`config.mk`:
```
export PLATFORM = sky130hd
export DESIGN_NAME = tlc_locator
export DESIGN_NICKNAME = d
export VERILOG_FILES = /design/src/design/tlc_pkg.sv /design/src/design/tlc_locator.sv
export SDC_FILE = /design/constraint.sdc
export NUM_CORES = 1
export LEC_CHECK = 0
export BUFFER_PORTS_ARGS = -buffer_cell sky130_fd_sc_hd__buf_2
export CORE_UTILIZATION = 30
export CTS_BUF_LIST = sky130_fd_sc_hd__clkbuf_4 sky130_fd_sc_hd__clkbuf_8
export CTS_CLUSTER_DIAMETER = 40
export DETAILED_ROUTE_END_ITERATION = 8
export PLACE_DENSITY = 0.65
export SYNTH_ARGS = -nofsm -noshare
export SYNTH_HDL_FRONTEND = slang
export SYNTH_SLANG_ARGS = --single-unit
```
`constraint.sdc`:
```
create_clock -name clk_i -period 2.2 [get_ports clk_i]
set_clock_uncertainty 0.2 [all_clocks]
set_input_delay 0 -clock clk_i [delete_from_list [all_inputs] [get_ports clk_i]]
set_output_delay 0 -clock clk_i [all_outputs]
set_load 0.01 [all_outputs]
```
`src/design/tlc_pkg.sv`:
```
/*
  Shared constants, bus carriers and state record for the tape record
  LRC/CRC checker and failing-track locator.
  Assumes a single 200 MHz clock and an AXI4-Lite master on the same clock.
*/
`default_nettype none
package tlc_pkg;
  localparam int TLC_W = 9;
  localparam int TLC_LAST_IDX = 8;
  localparam int TLC_CPL_LO = 3;
  localparam int TLC_CPL_HI = 6;
  localparam logic [8:0] TLC_CW_GOOD = 9'h1D7;
  localparam logic [8:0] TLC_EP_GOOD = 9'h000;
  localparam logic [8:0] TLC_CMP_INV = 9'h1AF;
  localparam logic [8:0] TLC_ZERO9 = 9'h000;

  localparam int TLC_AW = 8;
  localparam logic [7:0] TLC_ADDR_CTRL = 8'h00;
  localparam logic [7:0] TLC_ADDR_STATUS = 8'h04;
  localparam logic [7:0] TLC_ADDR_ACC = 8'h08;
  localparam logic [7:0] TLC_ADDR_CW = 8'h0C;
  localparam logic [7:0] TLC_ADDR_TRACK = 8'h10;
  localparam logic [1:0] TLC_RESP_OKAY = 2'h0;
  localparam logic [1:0] TLC_RESP_SLVERR = 2'h2;

  localparam int TLC_CTRL_WRITE = 0;
  localparam int TLC_CTRL_REV = 1;
  localparam int TLC_ST_ZERO = 0;
  localparam int TLC_ST_DERR = 1;
  localparam int TLC_ST_UNCORR = 2;
  localparam int TLC_ST_FOUND = 3;
  localparam int TLC_ST_ARM = 4;
  localparam int TLC_ST_WRONG = 5;

  typedef struct packed {
    logic awvalid;
    logic [7:0] awaddr;
    logic wvalid;
    logic [31:0] wdata;
    logic [3:0] wstrb;
    logic bready;
    logic arvalid;
    logic [7:0] araddr;
    logic rready;
  } tlc_axi_req_t;

  typedef struct packed {
    logic awready;
    logic wready;
    logic bvalid;
    logic [1:0] bresp;
    logic arready;
    logic rvalid;
    logic [31:0] rdata;
    logic [1:0] rresp;
  } tlc_axi_rsp_t;

  typedef struct packed {
    logic buffer_load_phase;
    logic buffer_unload_phase;
    logic late_timing_strobe;
    logic early_timing_strobe;
    logic data_active;
    logic checkword_write_strobe;
    logic lrc_check_strobe;
    logic record_body;
    logic lrc_accumulate_enable;
    logic check_window;
    logic read_phase_one;
    logic read_phase_two;
    logic write_clear_window;
    logic buffer_nonempty;
    logic finish_flag;
  } tlc_strobe_t;

  typedef struct packed {
    logic [8:0] acc;
    logic [8:0] cw;
    logic [8:0] track;
    logic xor_ph;
    logic mis_sync;
    logic step_dly;
    logic arm;
    logic latch;
    logic data_err;
    logic cw_written;
    logic rp1_dly;
    logic wr_mode;
    logic rev_mode;
    logic aw_full;
    logic [7:0] aw_addr;
    logic w_full;
    logic [31:0] wdata;
    logic [3:0] wstrb;
    logic bvalid;
    logic [1:0] bresp;
    logic rvalid;
    logic [31:0] rdata;
    logic [1:0] rresp;
  } tlc_state_t;

  localparam tlc_state_t TLC_STATE_RST = '0;
endpackage
`default_nettype wire

```
`src/design/tlc_locator.sv`:
```
/*
  Tape record check block: nine-stage parity accumulator with LRC zero
  test, nine-stage checkword register, and the marker walk that finds a
  single failing track. Registers over AXI4-Lite.
  Assumes all strobes come from logic on clk_i; the window and phase inputs such as check_window are held for several cycles.
*/
// The implementer's own choices: the AXI4-Lite interface to the registers and the address map.
// How it works
// - Reads feed accumulator from read lines, plus marker
// - Writes feed accumulator from buffer data
// - Accumulator strobe: buffer phase-late, failure, search step
// - Accumulator clears on reset, or in write-clear window with buffer empty or finish flag
// - Enabled accumulation XORs input into each stage
// - Zero-detect is AND of all stages clear
// - Failure pulses only at check with nonzero
// - Failure sets data-error flag, clocks accumulator
// - Clocking with accumulation disabled clears all stages, except on a search step
// - Good checkword 111010111, error pattern all zero
// - First search step loads marker into parity stage
// - Steps need sync mismatch, phase two, marker short
// - Compare checkword to pattern, bits 4,6 uninverted
// - Each later mismatch step shifts accumulator and checkword
// - On match, marker position names failing track
// - Marker at last stage arms multi-track latch
// - Checkword input: forward lines or reverse read lines
// - Shift flag true XORs, false shifts checkword
// - Forward select forward; reverse select reverse reads
// - Checkword strobe: data, checkword write, nonzero step
// - Shift rotates last into first, complements 3-6 when last is set
// - Checkword register cleared by global reset
`timescale 1ns/100ps
`default_nettype none
module tlc_locator
  import tlc_pkg::*;
(
  input wire logic clk_i,
  input wire logic arst_n_i,
  input wire tlc_axi_req_t axi_req_i,
  output tlc_axi_rsp_t axi_rsp_o,
  input wire tlc_strobe_t strb_i,
  input wire logic [8:0] read_char_lines_i,
  input wire logic [8:0] forward_data_lines_i,
  input wire logic [8:0] buffer_data_i,
  input wire logic [8:0] error_pattern_reg_i,
  output logic lrc_zero_detect_o,
  output logic data_error_o,
  output logic uncorrectable_read_error_o,
  output logic track_found_o,
  output logic [8:0] failing_track_o
);

  // Checkword shift with feedback complement of middle stages
  function automatic logic [8:0] cw_shift(input logic [8:0] c);
    logic [8:0] r;
    r = {c[7:0], c[TLC_LAST_IDX]};
    for (int i = TLC_CPL_LO; i <= TLC_CPL_HI; i++) begin
      r[i] = c[TLC_LAST_IDX] ? ~c[i-1] : c[i-1];
    end
    return r;
  endfunction

  // Write-channel byte merge
  function automatic logic [31:0] merge(input logic [31:0] old_v,
                                        input logic [31:0] new_v,
                                        input logic [3:0] be);
    logic [31:0] r;
    r = old_v;
    for (int b = 0; b < 4; b++) begin
      if (be[b]) begin
        r[b*8 +: 8] = new_v[b*8 +: 8];
      end
    end
    return r;
  endfunction

  tlc_state_t st_ff;
  tlc_state_t nxt_st;

  logic lrc_zero;
  logic cw_good;
  logic cw_wrong_window;
  logic cmp_match;
  logic lrc_fail_pulse;
  logic track_search_step;
  logic acc_strobe;
  logic acc_clear;
  logic cw_strobe;
  logic cw_xor_mode;
  logic forward_path_select;
  logic reverse_path_select;
  logic multi_track_arm;
  logic rp1_fall;
  logic [8:0] acc_in;
  logic [8:0] acc_xor_w;
  logic [8:0] acc_shl_w;
  logic [8:0] cw_in;
  logic [8:0] cw_shift_w;
  logic [8:0] cw_xor_w;
  logic [31:0] status_w;
  logic do_write;
  logic [31:0] wr_merged;

  always_comb begin
    lrc_zero = (st_ff.acc == TLC_ZERO9);
    cw_good = (st_ff.cw == TLC_CW_GOOD) &&
              (error_pattern_reg_i == TLC_EP_GOOD);
    cw_wrong_window = strb_i.check_window && !cw_good;
    cmp_match = (st_ff.cw == (error_pattern_reg_i ^ TLC_CMP_INV));
    // Failure masked through the record body
    lrc_fail_pulse = strb_i.lrc_check_strobe && !strb_i.record_body &&
                     !lrc_zero;
    // Steps spaced one idle cycle apart so the compare settles
    track_search_step = cw_wrong_window && st_ff.mis_sync &&
                        strb_i.read_phase_two &&
                        !st_ff.acc[TLC_LAST_IDX] &&
                        (!cmp_match || lrc_zero) &&
                        !st_ff.step_dly;
    acc_in = st_ff.wr_mode ? buffer_data_i
                           : read_char_lines_i;
    acc_xor_w = st_ff.acc ^ acc_in;
    // Marker enters the parity stage while the accumulator is clear
    acc_shl_w = {st_ff.acc[7:0],
                 lrc_zero && cw_wrong_window};
    acc_strobe = ((strb_i.buffer_load_phase ||
                   strb_i.buffer_unload_phase) &&
                  strb_i.late_timing_strobe) ||
                 lrc_fail_pulse || track_search_step;
    acc_clear = strb_i.write_clear_window &&
                (!strb_i.buffer_nonempty ||
                 strb_i.finish_flag);
    forward_path_select = !st_ff.rev_mode || st_ff.wr_mode;
    reverse_path_select = !forward_path_select;
    cw_in = reverse_path_select ? read_char_lines_i
                                : forward_data_lines_i;
    cw_shift_w = cw_shift(st_ff.cw);
    cw_xor_w = st_ff.cw ^ cw_in;
    cw_strobe = ((strb_i.early_timing_strobe ||
                  strb_i.late_timing_strobe) &&
                 strb_i.data_active && !st_ff.cw_written) ||
                strb_i.checkword_write_strobe ||
                (track_search_step && !lrc_zero);
    cw_xor_mode = st_ff.xor_ph && !track_search_step;
    multi_track_arm = cw_wrong_window && st_ff.acc[TLC_LAST_IDX] &&
                      !cmp_match;
    rp1_fall = st_ff.rp1_dly && !strb_i.read_phase_one;
    status_w = '0;
    status_w[TLC_ST_ZERO] = lrc_zero;
    status_w[TLC_ST_DERR] = st_ff.data_err;
    status_w[TLC_ST_UNCORR] = st_ff.latch;
    status_w[TLC_ST_FOUND] = track_found_o;
    status_w[TLC_ST_ARM] = st_ff.arm;
    status_w[TLC_ST_WRONG] = cw_wrong_window;
    do_write = st_ff.aw_full && st_ff.w_full && !st_ff.bvalid;
    wr_merged = merge(32'h0000_0000, st_ff.wdata, st_ff.wstrb);
  end

  always_comb begin
    nxt_st = st_ff;
    nxt_st.rp1_dly = strb_i.read_phase_one;
    nxt_st.mis_sync = cw_wrong_window;
    nxt_st.step_dly = track_search_step;

    // Parity accumulator
    if (acc_clear) begin
      nxt_st.acc = TLC_ZERO9;
    end else if (acc_strobe) begin
      if (strb_i.lrc_accumulate_enable) begin
        nxt_st.acc = acc_xor_w;
      end else if (track_search_step) begin
        nxt_st.acc = acc_shl_w;
      end else begin
        nxt_st.acc = TLC_ZERO9;
      end
    end

    // Checkword register
    if (cw_strobe) begin
      nxt_st.cw = cw_xor_mode ? cw_xor_w : cw_shift_w;
      if (!track_search_step) begin
        nxt_st.xor_ph = !st_ff.xor_ph;
      end
    end
    if (strb_i.checkword_write_strobe) begin
      nxt_st.cw_written = 1'b1;
    end else if (strb_i.write_clear_window) begin
      nxt_st.cw_written = 1'b0;
    end

    // Track found: marker position captured on match
    if (cw_wrong_window && cmp_match && !lrc_zero) begin
      nxt_st.track = st_ff.acc;
    end

    // Multi-track latch
    if (multi_track_arm) begin
      nxt_st.arm = 1'b1;
    end else if (!strb_i.read_phase_one) begin
      nxt_st.arm = 1'b0;
    end

    // Register writes; hardware set wins over software clear
    if (do_write) begin
      nxt_st.aw_full = 1'b0;
      nxt_st.w_full = 1'b0;
      nxt_st.bvalid = 1'b1;
      nxt_st.bresp = TLC_RESP_OKAY;
      if (st_ff.aw_addr == TLC_ADDR_CTRL) begin
        if (st_ff.wstrb[0]) begin
          nxt_st.wr_mode = st_ff.wdata[TLC_CTRL_WRITE];
          nxt_st.rev_mode = st_ff.wdata[TLC_CTRL_REV];
        end
      end else if (st_ff.aw_addr == TLC_ADDR_STATUS) begin
        if (wr_merged[TLC_ST_DERR]) begin
          nxt_st.data_err = 1'b0;
        end
        if (wr_merged[TLC_ST_UNCORR]) begin
          nxt_st.latch = 1'b0;
        end
      end else if (st_ff.aw_addr == TLC_ADDR_ACC ||
                   st_ff.aw_addr == TLC_ADDR_CW ||
                   st_ff.aw_addr == TLC_ADDR_TRACK) begin
        nxt_st.bresp = TLC_RESP_OKAY;
      end else begin
        nxt_st.bresp = TLC_RESP_SLVERR;
      end
    end
    if (lrc_fail_pulse) begin
      nxt_st.data_err = 1'b1;
    end
    if (rp1_fall && st_ff.arm) begin
      nxt_st.latch = 1'b1;
    end

    // Write address and data captured in either order
    if (axi_req_i.awvalid && axi_rsp_o.awready) begin
      nxt_st.aw_full = 1'b1;
      nxt_st.aw_addr = axi_req_i.awaddr;
    end
    if (axi_req_i.wvalid && axi_rsp_o.wready) begin
      nxt_st.w_full = 1'b1;
      nxt_st.wdata = axi_req_i.wdata;
      nxt_st.wstrb = axi_req_i.wstrb;
    end
    if (st_ff.bvalid && axi_req_i.bready) begin
      nxt_st.bvalid = 1'b0;
    end

    // Read channel
    if (st_ff.rvalid && axi_req_i.rready) begin
      nxt_st.rvalid = 1'b0;
    end
    if (axi_req_i.arvalid && axi_rsp_o.arready) begin
      nxt_st.rvalid = 1'b1;
      nxt_st.rresp = TLC_RESP_OKAY;
      nxt_st.rdata = '0;
      if (axi_req_i.araddr == TLC_ADDR_CTRL) begin
        nxt_st.rdata[TLC_CTRL_WRITE] = st_ff.wr_mode;
        nxt_st.rdata[TLC_CTRL_REV] = st_ff.rev_mode;
      end else if (axi_req_i.araddr == TLC_ADDR_STATUS) begin
        nxt_st.rdata = status_w;
      end else if (axi_req_i.araddr == TLC_ADDR_ACC) begin
        nxt_st.rdata[8:0] = st_ff.acc;
      end else if (axi_req_i.araddr == TLC_ADDR_CW) begin
        nxt_st.rdata[8:0] = st_ff.cw;
      end else if (axi_req_i.araddr == TLC_ADDR_TRACK) begin
        nxt_st.rdata[8:0] = st_ff.track;
      end else begin
        nxt_st.rresp = TLC_RESP_SLVERR;
      end
    end
  end

  always_ff @(posedge clk_i or negedge arst_n_i) begin
    if (!arst_n_i) begin
      st_ff <= TLC_STATE_RST;
    end else begin
      st_ff <= nxt_st;
    end
  end

  always_comb begin
    axi_rsp_o.awready = !st_ff.aw_full;
    axi_rsp_o.wready = !st_ff.w_full;
    axi_rsp_o.bvalid = st_ff.bvalid;
    axi_rsp_o.bresp = st_ff.bresp;
    axi_rsp_o.arready = !st_ff.rvalid;
    axi_rsp_o.rvalid = st_ff.rvalid;
    axi_rsp_o.rdata = st_ff.rdata;
    axi_rsp_o.rresp = st_ff.rresp;
    lrc_zero_detect_o = lrc_zero;
    data_error_o = st_ff.data_err;
    uncorrectable_read_error_o = st_ff.latch;
    failing_track_o = st_ff.track;
    track_found_o = (st_ff.track != TLC_ZERO9);
  end
endmodule // tlc_locator
`default_nettype wire

```
==> impl_results.md <==
* Row count at 42
* Sink Count at 64
* CTS Buf Count at 9
* Critical path class: reg -> reg
* Sequential-to-total area share from yosys stat at 0.397
* Core area at approximately 0.013 mm^2
* Nets at 702
* Pre-Repair DR Iteration Count at 4
* Drt drc at 0
* Max Cap Viol at 0
* Number of synthesized flops with an enable pin at 0
* Bufs and invs on worst path at 0
* Via Count at 3716
* Clk slew on worst S/H paths at 0.07 ns
* Grt ovf at 0
* Die Wd at 118 um
* Root buffer cell: clkbuf_8
* Non-Filler Instances at 772
* Register area at 0.00160 mm^2
* Average routed wire per standard cell at 16.0 um
* Worst path required time at approximately 2.3 ns
* Async SR Flop Fraction at 1.00
* Crit path DAT at 2.26 ns
* Most common flop cell mapped by yosys: dfrtp_1
* Nature of the critical path startpoint: register
* I/O pins at about 160
* Critical Path End Type: register
* Syn_area_per_cell at slightly below 10 um^2
* Failing checks: negative hold slack, negative setup slack
* Slew HR at 0.320
* RSZ-0062 raised after global routing: true
* P_leak at 2.68 nW
* Die Area at 0.0139 mm^2
* Number of global-route vias before repair at 3786
* Post-Synthesis Cells at 412
* Yosys warning count at 0
* Cell family with most CP delay: simple AND/OR/NAND/NOR gates
* Final WL at 12300 um
* Worst-margin pin slew at 1.02 ns
* Initial drt markers at 309
* Clock Path Buffers at 2
* Antenna-violating nets left at 0
* Die height at between 100 and 150 um
* Fmax at ~450 MHz
* Status: finished with violations
* Seq cells post-synth at 64
* Tmin final at 2.21 ns
* Antenna Cells at 0
* Final Cycle Share at 1.01
* Pwr dens at 831 mW/mm^2
* Peak VDD IR at between 0.0002 and 0.0003 V
* Area delta synth->final at 40.3%
* Synth cell types at 51
* Slowest-stage cell, CP: or3b_2
* Fin worst setup slack at -0.0119 ns
* TritonCTS clock tree: yes
* PortBufs at 106
* Place WS at -0.239 ns
* CP cell instances: nor4bb_1 > nand4_1 > o211ai_2 > nor2_2 > or3b_2 > o31ai_1
* # setup viols final at 2
* Max-slew violations at 0
* Filler cells at 1246
* Max Fanout on Critical Path at 9
* Post-DP HPWL at ~8900 um
* Fin. Hold Viols at 18
* Initial Util at 0.306
* Hold WC Path Type: in -> async
* Worst skew pair latency at 0.35 ns
* Area occupied by multi-input gates at 0.00211 mm^2
* Global-route wire length before repair at 19400 um
* Initial antenna violation count at 0
* Total GRT Usage at 0.181
* Dpl cells at 695
* Gp weighted congestion at 0.898
* Via density at about 4.8
* Crit-path max cell delay at ~0.47 ns
* Netlist Area Pre-Place at 0.00404 mm^2
* PnR Total Power at 0.00470 W
* Layout cell share with drive strength beyond 1 at 0.391
* CTS HTree Levels at 3
* Largest net degree at the start of global routing at 25
* Worst hold slack at -0.0122 ns
-- cell type report --
type,instances,share of cell area
clock buffer,11,0.0267
tap,176,0.0389
clock inverter,4,0.00354
sequential,64,0.283
multi-input combinational,288,0.373
inverter,20,0.0133
timing repair buffer,209,0.261
-- synthesized netlist by cell type, types with 3 or more instances --
cell type / count / area, um^2
o31ai_1: 9 / 67.6
a21oi_1: 15 / 75.1
o21ai_0: 20 / 100
a31oi_1: 4 / 25.0
nor3_1: 9 / 45.0
nor2b_1: 6 / 37.5
a22o_1: 3 / 26.3
or3b_2: 7 / 61.3
inv_1: 20 / 75.1
buf_4: 52 / 390
nor4_1: 5 / 31.3
o22ai_1: 5 / 31.3
xnor2_1: 15 / 131
mux2_2: 33 / 372
buf_2: 5 / 25.0
dfrtp_1: 64 / 1600
xor2_1: 7 / 61.3
mux2i_1: 25 / 250
nand3_1: 5 / 25.0
clkbuf_1: 4 / 15.0
a22oi_1: 16 / 120
nor2_1: 20 / 75.1
nand2_1: 28 / 105
-- state kept, by name, summed over array words and instances (netlist names) --
signal	count
st_ff	27
axi_rsp_o	13
failing_track_o	9
acc_shl_w	8
cw_shift_w	5
data_error_o	1
uncorrectable_read_error_o	1
-- report_power, final --
| group | internal [W] | total (W) | switching, W |
|---|---|---|---|
| Sequential | 0.00148 | 0.00176 | 0.000272 |
| Combinational | 0.00107 | 0.00204 | 0.000976 |
| Clock | 0.000456 | 0.000904 | 0.000449 |
-- per-stage QoR --
| stage | setup TNS (ns) | utilization | cell area, um^2 |
|---|---|---|---|
| 2_1_floorplan | 0 | - | 4130 |
| 3_3_place_gp | -1.21 | 0.359 | 4740 |
| 3_5_place_dp | -2.31 | 0.359 | 4740 |
| 4_1_cts | -0.0187 | 0.420 | 5540 |
| 5_1_grt | -1.12 | 0.429 | 5660 |
| 6_report | -0.0196 | 0.429 | 5660 |
-- worst paths after layout --
| kind | start | to | slack [ns] | depth (start not counted) |
|---|---|---|---|---|
| worst max register to register | st_ff[108] | acc_shl_w[4] | -0.01 | 6 |
| worst min-delay path | arst_n_i | st_ff[42] | -0.01 | 3 |
| max in group asynchronous | arst_n_i | st_ff[86] | 0.43 | 3 |
| worst max-delay path | st_ff[108] | acc_shl_w[4] | -0.01 | 6 |
| min in group clk_i | buffer_data_i[5] | acc_shl_w[6] | 0 | 5 |
| worst min register to register | st_ff[93] | st_ff[93] | 0.28 | 1 |
-- layout by cell type, fill, tap and decap left out, types with 8 or more instances in the layout --
cell           netlist  final
a21oi_1             15     15
a22oi_1             16     10
buf_2                5    106
buf_4               52     37
buf_6                2      8
clkbuf_8             0     11
conb_1               1     25
dfrtp_1             64     63
dlygate4sd3_1        0     58
inv_1               20     20
mux2_2              33     33
mux2i_1             25     25
nand2_1             28     28
nor2_1              20     18
o21ai_0             20     12
o21ai_1              2     10
xnor2_1             15     15
-- worst register-to-register path: cells and delay by family, from the launching register on --
| family | cells | cell delay (ns) |
|---|---|---|
| compound gates | 2 | 0.39 |
| flops | 1 | 0.43 |
| simple gates | 4 | 1.09 |
-- routing by layer --
layer | up-vias | wire [um] | global-route usage
li1 | 1752 | - | -
met1 | 1788 | 5380 | 0.232
met2 | 149 | 5910 | 0.290
met3 | 27 | 722 | 0.0392
met4 | 0 | 330 | 0.0833
met5 | - | 0 | 0
-- what timing repair did --
action,CTS,global route
setup buffers,1,2
gates resized for setup,10,35
hold endpoints to repair,108,0
gates cloned,0,2
pin swaps,2,12
hold buffers,59,0
endpoints found under the setup margin,19,29
-- logic make-up after synthesis --
| kind of cell | after synthesis | share of synthesized area |
|---|---|---|
| simple gates | 98 | 0.130 |
| compound gates | 85 | 0.138 |
| buf+inv | 84 | 0.133 |
| flops | 64 | 0.397 |
| mux | 58 | 0.154 |
| xor+xnor | 22 | 0.0477 |
| other cells | 1 | 0.000929 |
(Power assumes the default switching activity.)
